[src/pkg/tttx_pkg.sv]
// tttx_pkg: constants and carrier types for the trail trace transmitter.
// assumes a single 125 MHz clock and a synchronous active-high reset.
// Contract
// - align bit replaces first sent bit by default
// - align disable sends stored bytes unchanged
// - idle control sends all-zero identifier bytes
// - invert enable inverts bits after everything else
// - default order sends bit 7 first
// - reorder enable sends bit 0 first
// - four-bit pointer selects byte, zero first
// - pointer advances per access, wraps after fifteen
// - data port read or write advances pointer
// - registers reset zero, reserved bits read zero
package tttx_pkg;

  localparam logic [7:0] ADDR_CONTROL = 8'hE8;
  localparam logic [7:0] ADDR_POINTER = 8'hEA;
  localparam logic [7:0] ADDR_DATA = 8'hEC;

  localparam int CTRL_LSB_FIRST = 0;
  localparam int CTRL_INVERT = 1;
  localparam int CTRL_IDLE = 2;
  localparam int CTRL_ALIGN_DIS = 3;

  localparam logic [3:0] CONTROL_RESET = 4'h0;
  localparam logic [3:0] POINTER_RESET = 4'h0;
  localparam logic [7:0] BYTE_RESET = 8'h00;
  localparam logic [7:0] IDLE_BYTE = 8'h00;
  localparam logic [15:0] READ_ZERO = 16'h0000;

  localparam int BUF_DEPTH = 16;
  localparam logic [3:0] POINTER_STEP = 4'h1;
  localparam logic [3:0] SLOT_FIRST = 4'h0;
  localparam logic [2:0] BIT_LAST = 3'h7;
  localparam logic [2:0] BIT_STEP = 3'h1;
  localparam logic [2:0] BIT_FIRST = 3'h0;

  // alignment bit: set on the first byte of the identifier, clear elsewhere
  localparam logic ALIGN_BIT_FIRST = 1'b1;
  localparam logic ALIGN_BIT_OTHER = 1'b0;

  typedef struct packed {
    logic rd;
    logic wr;
    logic [7:0] addr;
    logic [15:0] wdata;
  } tttx_host_req_t;

  typedef struct packed {
    logic first_bit;
    logic [3:0] byte_index;
    logic trace_bit;
  } tttx_bit_t;

endpackage : tttx_pkg

[src/rtl/tttx_buf2.sv]
// tttx_buf2: two-entry buffer for outgoing trace bits.
// assumes the drain side may stall at any time; nothing is lost.
`timescale 1ns/1ps
module tttx_buf2 (
  input wire logic clk, // core clock
  input wire logic reset, // sync reset
  input wire logic in_valid, // word offered
  output logic in_ready, // room for a word
  input wire tttx_pkg::tttx_bit_t in_data, // word in
  output logic out_valid, // word held
  input wire logic out_ready, // drain accepts
  output tttx_pkg::tttx_bit_t out_data // oldest word
);
  tttx_pkg::tttx_bit_t mem [2];
  tttx_pkg::tttx_bit_t next_mem [2];
  logic wr_ptr;
  logic rd_ptr;
  logic [1:0] count;
  logic next_wr_ptr;
  logic next_rd_ptr;
  logic [1:0] next_count;
  logic push;
  logic pop;

  assign in_ready = (count != 2'h2);
  assign out_valid = (count != 2'h0);
  assign out_data = mem[rd_ptr];
  assign push = in_valid && in_ready;
  assign pop = out_valid && out_ready;

  always_comb
  begin
    next_mem = mem;
    next_wr_ptr = wr_ptr;
    next_rd_ptr = rd_ptr;
    next_count = count;
    if (push)
    begin
      next_mem[wr_ptr] = in_data;
      next_wr_ptr = ~wr_ptr;
    end
    if (pop)
    begin
      next_rd_ptr = ~rd_ptr;
    end
    if (push && !pop)
    begin
      next_count = count + 2'h1;
    end
    else if (pop && !push)
    begin
      next_count = count - 2'h1;
    end
  end

  always_ff @(posedge clk)
  begin
    if (reset)
    begin
      mem[0] <= '0;
      mem[1] <= '0;
      wr_ptr <= 1'b0;
      rd_ptr <= 1'b0;
      count <= 2'h0;
    end
    else
    begin
      mem <= next_mem;
      wr_ptr <= next_wr_ptr;
      rd_ptr <= next_rd_ptr;
      count <= next_count;
    end
  end
endmodule : tttx_buf2

[src/rtl/tttx_ser.sv]
// tttx_ser: shifts one prepared byte out, first bit in word bit 7.
// assumes the word is already ordered, marked and inverted.
`timescale 1ns/1ps
module tttx_ser (
  input wire logic clk, // core clock
  input wire logic reset, // sync reset
  input wire logic load_valid, // byte offered
  output logic load_ready, // ready for a byte
  input wire logic [7:0] load_word, // byte in send order
  input wire logic [3:0] load_index, // buffer location of byte
  output logic out_valid, // bit offered
  input wire logic out_ready, // bit accepted
  output tttx_pkg::tttx_bit_t out_bit // bit with marks
);
  typedef enum logic [0:0] {
    TTTX_SER_IDLE = 1'b0,
    TTTX_SER_SHIFT = 1'b1
  } tttx_ser_state_t;

  tttx_ser_state_t state;
  tttx_ser_state_t next_state;
  logic [7:0] shreg;
  logic [7:0] next_shreg;
  logic [2:0] bit_count;
  logic [2:0] next_bit_count;
  logic [3:0] index;
  logic [3:0] next_index;

  assign load_ready = (state == TTTX_SER_IDLE);
  assign out_valid = (state == TTTX_SER_SHIFT);
  assign out_bit.trace_bit = shreg[7];
  assign out_bit.first_bit = (bit_count == tttx_pkg::BIT_FIRST);
  assign out_bit.byte_index = index;

  always_comb
  begin
    next_state = state;
    next_shreg = shreg;
    next_bit_count = bit_count;
    next_index = index;
    unique case (state)
      TTTX_SER_IDLE:
      begin
        if (load_valid)
        begin
          next_shreg = load_word;
          next_index = load_index;
          next_bit_count = tttx_pkg::BIT_FIRST;
          next_state = TTTX_SER_SHIFT;
        end
      end
      TTTX_SER_SHIFT:
      begin
        if (out_ready)
        begin
          next_shreg = {shreg[6:0], 1'b0};
          next_bit_count = bit_count + tttx_pkg::BIT_STEP;
          if (bit_count == tttx_pkg::BIT_LAST)
          begin
            next_state = TTTX_SER_IDLE;
          end
        end
      end
    endcase
  end

  always_ff @(posedge clk)
  begin
    if (reset)
    begin
      state <= TTTX_SER_IDLE;
      shreg <= tttx_pkg::BYTE_RESET;
      bit_count <= tttx_pkg::BIT_FIRST;
      index <= tttx_pkg::SLOT_FIRST;
    end
    else
    begin
      state <= next_state;
      shreg <= next_shreg;
      bit_count <= next_bit_count;
      index <= next_index;
    end
  end
endmodule : tttx_ser

[src/rtl/tttx_top.sv]
// tttx_top: transmit trail trace generator with its three host registers.
// assumes one host access per cycle on rd/wr pulses and a framer that
// pulls trace bits through valid/ready, one bit per overhead slot.
`timescale 1ns/1ps
module tttx_top (
  input wire logic clk, // 125 MHz core clock
  input wire logic reset, // sync reset, active high
  input wire tttx_pkg::tttx_host_req_t host_req, // host strobes, address, data
  output logic [15:0] host_rdata, // read data, held until next read
  output logic trace_valid, // trace bit available
  input wire logic trace_ready, // framer takes the bit
  output tttx_pkg::tttx_bit_t trace_out // trace bit with byte marks
);
  logic [3:0] control;
  logic [3:0] next_control;
  logic [3:0] buffer_pointer;
  logic [3:0] next_buffer_pointer;
  logic [7:0] identifier_byte [tttx_pkg::BUF_DEPTH];
  logic [7:0] next_identifier_byte [tttx_pkg::BUF_DEPTH];
  logic [15:0] next_host_rdata;
  logic [3:0] slot;
  logic [3:0] next_slot;

  logic align_insert_disable;
  logic idle_identifier_select;
  logic output_invert_enable;
  logic lsb_first_enable;
  logic data_access;

  logic ser_load_ready;
  logic [7:0] load_word;
  logic [7:0] raw_byte;
  logic [7:0] ordered_byte;
  logic multiframe_align_bit;
  logic ser_valid;
  logic ser_ready;
  tttx_pkg::tttx_bit_t ser_bit;

  assign align_insert_disable = control[tttx_pkg::CTRL_ALIGN_DIS];
  assign idle_identifier_select = control[tttx_pkg::CTRL_IDLE];
  assign output_invert_enable = control[tttx_pkg::CTRL_INVERT];
  assign lsb_first_enable = control[tttx_pkg::CTRL_LSB_FIRST];

  // any read or write of the data port counts as a buffer access
  assign data_access = (host_req.rd || host_req.wr)
    && (host_req.addr == tttx_pkg::ADDR_DATA);

  // host register file
  always_comb
  begin
    next_control = control;
    next_buffer_pointer = buffer_pointer;
    next_identifier_byte = identifier_byte;
    next_host_rdata = host_rdata;
    if (host_req.wr)
    begin
      unique case (host_req.addr)
        tttx_pkg::ADDR_CONTROL:
        begin
          next_control = host_req.wdata[3:0];
        end
        tttx_pkg::ADDR_POINTER:
        begin
          next_buffer_pointer = host_req.wdata[3:0];
        end
        tttx_pkg::ADDR_DATA:
        begin
          next_identifier_byte[buffer_pointer] = host_req.wdata[7:0];
        end
        default:
        begin
          next_control = control;
        end
      endcase
    end
    else if (host_req.rd)
    begin
      unique case (host_req.addr)
        tttx_pkg::ADDR_CONTROL:
        begin
          next_host_rdata = {12'h000, control};
        end
        tttx_pkg::ADDR_POINTER:
        begin
          next_host_rdata = {12'h000, buffer_pointer};
        end
        tttx_pkg::ADDR_DATA:
        begin
          next_host_rdata = {8'h00, identifier_byte[buffer_pointer]};
        end
        default:
        begin
          next_host_rdata = tttx_pkg::READ_ZERO;
        end
      endcase
    end
    if (data_access)
    begin
      // 4-bit add wraps fifteen back to zero
      next_buffer_pointer = buffer_pointer + tttx_pkg::POINTER_STEP;
    end
  end

  always_ff @(posedge clk)
  begin
    if (reset)
    begin
      control <= tttx_pkg::CONTROL_RESET;
      buffer_pointer <= tttx_pkg::POINTER_RESET;
      host_rdata <= tttx_pkg::READ_ZERO;
      for (int i = 0; i < tttx_pkg::BUF_DEPTH; i++)
      begin
        identifier_byte[i] <= tttx_pkg::BYTE_RESET;
      end
    end
    else
    begin
      control <= next_control;
      buffer_pointer <= next_buffer_pointer;
      host_rdata <= next_host_rdata;
      identifier_byte <= next_identifier_byte;
    end
  end

  // byte preparation for the serialiser
  always_comb
  begin
    raw_byte = idle_identifier_select ? tttx_pkg::IDLE_BYTE
      : identifier_byte[slot];
    for (int b = 0; b < 8; b++)
    begin
      ordered_byte[b] = lsb_first_enable ? raw_byte[7 - b] : raw_byte[b];
    end
    multiframe_align_bit = (slot == tttx_pkg::SLOT_FIRST)
      ? tttx_pkg::ALIGN_BIT_FIRST : tttx_pkg::ALIGN_BIT_OTHER;
    if (!align_insert_disable)
    begin
      ordered_byte[7] = multiframe_align_bit;
    end
    // with insertion disabled the ordered byte passes untouched
    load_word = output_invert_enable ? ~ordered_byte : ordered_byte;
  end

  // slot sequencing: walk locations 0..15 and repeat
  always_comb
  begin
    next_slot = slot;
    if (ser_load_ready)
    begin
      next_slot = slot + tttx_pkg::POINTER_STEP;
    end
  end

  always_ff @(posedge clk)
  begin
    if (reset)
    begin
      slot <= tttx_pkg::SLOT_FIRST;
    end
    else
    begin
      slot <= next_slot;
    end
  end

  tttx_ser u_ser (
    .clk(clk),
    .reset(reset),
    .load_valid(1'b1),
    .load_ready(ser_load_ready),
    .load_word(load_word),
    .load_index(slot),
    .out_valid(ser_valid),
    .out_ready(ser_ready),
    .out_bit(ser_bit)
  );

  tttx_buf2 u_buf (
    .clk(clk),
    .reset(reset),
    .in_valid(ser_valid),
    .in_ready(ser_ready),
    .in_data(ser_bit),
    .out_valid(trace_valid),
    .out_ready(trace_ready),
    .out_data(trace_out)
  );
endmodule : tttx_top

[config.mk]
export PLATFORM = sky130hd
export DESIGN_NAME = tttx_top
export DESIGN_NICKNAME = d
export VERILOG_FILES = /design/src/pkg/tttx_pkg.sv /design/src/rtl/tttx_buf2.sv /design/src/rtl/tttx_ser.sv /design/src/rtl/tttx_top.sv
export SDC_FILE = /design/constraint.sdc
export NUM_CORES = 1
export LEC_CHECK = 0
export BUFFER_PORTS_ARGS = -buffer_cell sky130_fd_sc_hd__buf_2
export CORE_MARGIN = 3
export CORE_UTILIZATION = 42
export DETAILED_ROUTE_END_ITERATION = 8
export GPL_TIMING_DRIVEN = 0
export PLACE_DENSITY_LB_ADDON = 0.05
export SLEW_MARGIN = 30
export SYNTH_ARGS = -nofsm -noshare
export SYNTH_HDL_FRONTEND = slang
export SYNTH_SLANG_ARGS = --single-unit
[constraint.sdc]
create_clock -name clk -period 2.9 [get_ports clk]
set_input_delay 0.29 -clock clk [delete_from_list [all_inputs] [get_ports clk]]
set_output_delay 0.29 -clock clk [all_outputs]
set_load 0.05 [all_outputs]
Yosys cells after proc, flatten, opt, wreduce, memory -nomap -nowiden
Cells that the tools add are included.
{ "op_classes": {"n_addsub": 5, "magnitude_cmp": 6, "n_eq_ne": 6, "n_mux": 40, "n_bitwise": 9, "n_reduce_logical": 20} }
{ "ops": {"columns": ["operator", "count"], "rows": [
  ["$bwmux 128", 1],
  ["$bmux 8 s4", 2],
  ["$mux 8", 8],
  ["$demux 8 s4", 1],
  ["$eq 8x8->1 const B", 3],
  ["$mux 6", 4],
  ["$pmux 8 s3", 1],
  ["$pmux 8 s2", 1],
  ["$bwmux 12", 1],
  ["$mux 1", 12],
  ["$mux 4", 3],
  ["$ge 5x5->1 const B", 2],
  ["$not 4->5", 2],
  ["$add 4x1->4 const B", 2],
  ["$not 8->8", 1],
  ["$reduce_and 2->1", 4],
  ["$reduce_bool 2->1", 4],
  ["$logic_and 1x1->1", 7],
  ["$demux 6 s1", 1],
  ["$pmux 3 s2", 1],
  ["$lt 5x1->1 const B", 1],
  ["$ge 2x2->1 const B", 2],
  ["$logic_not 4->1", 1],
  ["$mux 2", 2],
  ["14 further kinds", 19]
]} }
{ "totals": {"reg_bits": 188, "in_bits": 29, "out_inout_bits": 23, "wordCells": 119} }

Depth between registers and ports, before layout
{ "depth": {"word_depth": 10, "ltp_mapped": 9, "ltp_nobuf": 7} }

Modules after synthesis
Synthesis repeated with hierarchy kept, for this count alone.
{ "unflattened": {"hier_cells": 923, "hier_area_um2": 9542.9} }
{ "modules_own_cells": {"columns": ["module", "n_inst", "cells_each", "area_each_um2", "seq_area_each_um2"], "rows": [
  ["tttx_top", 1, 769, 7996.4, 2962.8],
  ["tttx_buf2", 1, 82, 785.8, 320.3],
  ["tttx_ser", 1, 72, 760.7, 320.3]
]} }

Worst setup path before layout
OpenSTA, ideal clock, no wires.
{ "synth_timing": {"path_kind": "register to register", "from": "reg buffer_pointer[0]", "to": "reg host_rdata[7]", "setup_ns": 0.128, "arrival_time_ns": 2.166, "required_ns": 2.772, "path_slack_ns": 0.607, "stages_incl_launch_ff": 7, "n_path_buf": 2, "period_less_slack_ns": 2.293, "path_cell_list": "dfxtp_1 buf_2 buf_1 mux4_2 mux4_2 a22oi_1 nor2_1"} }
{ "synth_via": {"elab_chain_len": 5} }
{ "synth_lines": {"columns": ["item", "line", "source"], "rows": [
  ["start: declaration", "tttx_top.sv:16", "logic [3:0] buffer_pointer;"],
  ["start signal: assignment", "tttx_top.sv:109", "buffer_pointer <= tttx_pkg::POINTER_RESET;"],
  ["start signal: assignment", "tttx_top.sv:119", "buffer_pointer <= next_buffer_pointer;"],
  ["$not 4->5 (implied by the code)", "tttx_top.sv:89", "next_host_rdata = {8'h00, identifier_byte[buffer_pointer]};"],
  ["$bmux 8 s4", "tttx_top.sv:89", null],
  ["$mux 8 (implied by the code) (2 in series)", "tttx_top.sv:89", null],
  ["$pmux 8 s3", "tttx_top.sv:78", "unique case (host_req.addr)"],
  ["end signal: assignment", "tttx_top.sv:110", "host_rdata <= tttx_pkg::READ_ZERO;"],
  ["end signal: assignment", "tttx_top.sv:120", "host_rdata <= next_host_rdata;"],
  ["end: declaration", "tttx_top.sv:9", "output logic [15:0] host_rdata,"]
]} }
No other way between the ends. The select of a mux whose other input is x is not followed.
A chain may end at the register's enable or synchronous reset.

Worst setup path after layout
{ "layout_timing": {"from": "reg buffer_pointer[1]", "to": "reg host_rdata[1]"} }
{ "layout_via": {"elab_chain_len": 5} }
{ "layout_lines": {"columns": ["item", "line"], "rows": [
  ["$not 4->5 (implied by the code)", "tttx_top.sv:89"],
  ["$bmux 8 s4", "tttx_top.sv:89"],
  ["$mux 8 (implied by the code) (2 in series)", "tttx_top.sv:89"],
  ["$pmux 8 s3 *", "tttx_top.sv:78"]
]} }
Every way passes the cells marked *; elsewhere a longest branch is shown, timed or not. The select of a mux whose other input is x is not followed.

==> flow_summary_export.csv <==
group,metric,value,unit
status,status,"complete, no violations",
setup_path,critPathCaptureType,"flip-flop",
timing,max_slew_margin,36.0,%
grt,track_usage,28.0,%
placed_design,gp_congestion,0.901,
setup_path,crit_arrival,3.16,ns
grt,grt_overflow,0,
cells_and_area,final_net_count,1121,
setup_path,crit_type,"flip-flop to flip-flop",
drt,drtPass1Iterations,7,
timing,maxSlewViolCount,0,
placed_design,place_hpwl,24400,um
placed_design,dpl-instance-area,9910,sq um
timing,fmax,0.353,GHz
clock_tree,cts_tree,"done",
yosys,synthCells,1031,
power_and_ir_drop,total_power,5.64,mW
cells_and_area,fill_cells,2219,
drt,via_per_inst,6.05,
drt,wl_per_cell,24.6,um
yosys,synth_seq_area_share,38.3,%
clock_tree,post_cts_buffers,0,
clock_tree,cts_hold_buf,0,
yosys,yosys_warnings,0,
timing,fin_crit_sh,97.6,%
placed_design,post-place-cells,1344,
hold_path,min_path_type,"input port to flip-flop",
grt,antenna_found_initial,0,
yosys,synth_ff_type,"dfxtp_1",
clock_tree,cts_root_buf,"clkbuf_16",
setup_path,critPathLaunchType,"flip-flop",
yosys,synthDominantCellAreaShare,38.3,%
yosys,synth_area_per_cell,9.12,sq um
setup_path,worstPathRequired,3.23,ns
clock_tree,cts_buffer_depth,2,
timing,tns,0,ns
clock_tree,ctsResizeCount,2,
die,initial_core_util,43.0,%
yosys,async_flop_share,0,%
yosys,synth_top_area_cell,"dfxtp_1",
drt,via_count,8314,
timing,worst_pin_slew,0.960,ns
yosys,synthTopCellsByCount,"nand2_1 (187), dfxtp_1 (180), a21oi_1 (151), nand3_1 (131), clkbuf_1 (80)",
die,fp.dieArea,24200,sq um
yosys,synth.cell_area,9410,sq um
cells_and_area,register_area,3600,sq um
cells_and_area,final_layout_size_suffix_gt1_share,13.5,%
cells_and_area,design_area,10500,sq um
yosys,synth_seq_cells,180,
yosys,ys_types,50,
power_and_ir_drop,power_leakage,3.69,nW
clock_tree,cts_made_buffers,17,
yosys,synth-edff-count,0,
placed_design,portBuffers,26,
clock_tree,clock_latency,0.44,ns
clock_tree,clk_pin_slew,0.07,ns
cells_and_area,multi_input_area,5280,sq um
clock_tree,cts_sinks,180,
timing,clock_skew,0.0105,ns
timing,setup_viol,0,
power_and_ir_drop,vdd.ir_drop.worst,453,uV
die,die_y,156,um
yosys,synth.most_common_cell,"nand2_1",
die,core_area,21900,sq um
drt,ant_nets,0,
grt,grt_pass1_vias,8013,
drt,drc,0,
drt,routed_wl,33800,um
yosys,netlist_top_cells_area,"dfxtp_1 (38%), mux4_2 (11%), a21oi_1 (8.0%), nand2_1 (7.5%), nand3_1 (7.0%)",
cells_and_area,area_delta_synth_final,12.0,%
power_and_ir_drop,power_density,536,nW/um^2
die,rows,54,
timing,hold_viol_final,0,
cells_and_area,instances_no_fill,1375,
cells_and_area,antenna_cells,0,
cells_and_area,final_util,48.1,%
die,die_x,156,um
timing,grt_setup_unrepaired,"false",
timing,layout_min_cycle_time,2.83,ns
grt,grt_pass1_wl,50600,um
die,ios,52,
timing,layout_setup_ws,0.0694,ns
timing,holdWs,0.244,ns
drt,drtIter0Drc,868,
clock_tree,h-tree-depth,4,
setup_path,path_max_fanout,10,
placed_design,dp_slack,-0.157,ns
flow_run,maxCapViolations,0,
grt,grt_max_degree,18,
layer usage:
layer	track usage [%]	vias up	share of wire (%)
met5	0	-	0
met4	9.63	0	3.2
met3	5.96	68	8.1
met2	44.6	373	46
met1	38.2	4056	43
li1	-	3817	-
cells in the final DEF (no fill, tap or decap), types with 9 or more instances in the layout:
cell,synthesis,layout
nand2_1,187,187
dfxtp_1,180,180
a21oi_1,151,151
nand3_1,131,131
clkbuf_1,80,76
mux4_2,48,48
buf_2,9,35
nor2_1,35,35
mux2i_1,30,30
mux4_1,24,24
clkbuf_16,0,17
a22oi_1,14,14
buf_4,11,12
ha_1,10,10
nor2b_1,9,9
nor3_1,9,9
area by class of cell:
class / instances / area share [%]
well taps: 280 / 3.33
clock inverters: 15 / 1.79
flip-flops and latches: 180 / 34.2
plain buffers: 107 / 4.94
inverters: 10 / 0.368
clock buffers: 17 / 4.04
multi-input cells: 740 / 50.1
repair buffers: 26 / 1.24
final timing paths:
kind | startpoint | slack (ns) | cells after the start | to
worst max-delay path | buffer_pointer[1]$_SDFFE_PP0P_ | 0.07 | 8 | host_rdata[1]$_SDFFE_PP0P_
worst min-delay path | trace_ready | 0.24 | 4 | u_buf.rd_ptr$_SDFFE_PP0P_
worst max register to register | buffer_pointer[1]$_SDFFE_PP0P_ | 0.07 | 8 | host_rdata[1]$_SDFFE_PP0P_
worst min register to register | u_buf.mem[10]$_SDFFE_PP0P_ | 0.46 | 2 | u_buf.mem[10]$_SDFFE_PP0P_
logic make-up after synthesis:
kind of cell,count (synthesis),share of synthesized area [%]
simple gates,399,19.0
compound gates,204,12.2
flops,180,38.3
buf+inv,118,5.87
mux,110,22.3
fa+ha+maj,10,1.33
xor+xnor,9,0.838
other cells,1,0.0399
critical path, stage by stage (launching register included):
cell and delay [ns]:
dfxtp_1 0.35, buf_2 0.32, clkbuf_1 0.64, mux4_2 0.45
a22oi_1 0.29, a21oi_1 0.18, a21oi_1 0.16, a2bb2oi_1 0.22
o21ai_0 0.09
report_power, final:
part           internal [mW]  switching, mW
Clock                   1.38           1.12
Sequential              2.51         0.0360
Combinational          0.190          0.400
Total                   4.09           1.56
flip-flops by register name, summed over array words and instances, names as in the netlist, 3 cells and up:
register / flops
identifier_byte: 128
u_buf.mem: 12
host_rdata: 8
u_ser.shreg: 8
buffer_pointer: 4
control: 4
slot: 4
u_ser.index: 4
u_ser.bit_count: 3
(Power assumes the default switching activity.)
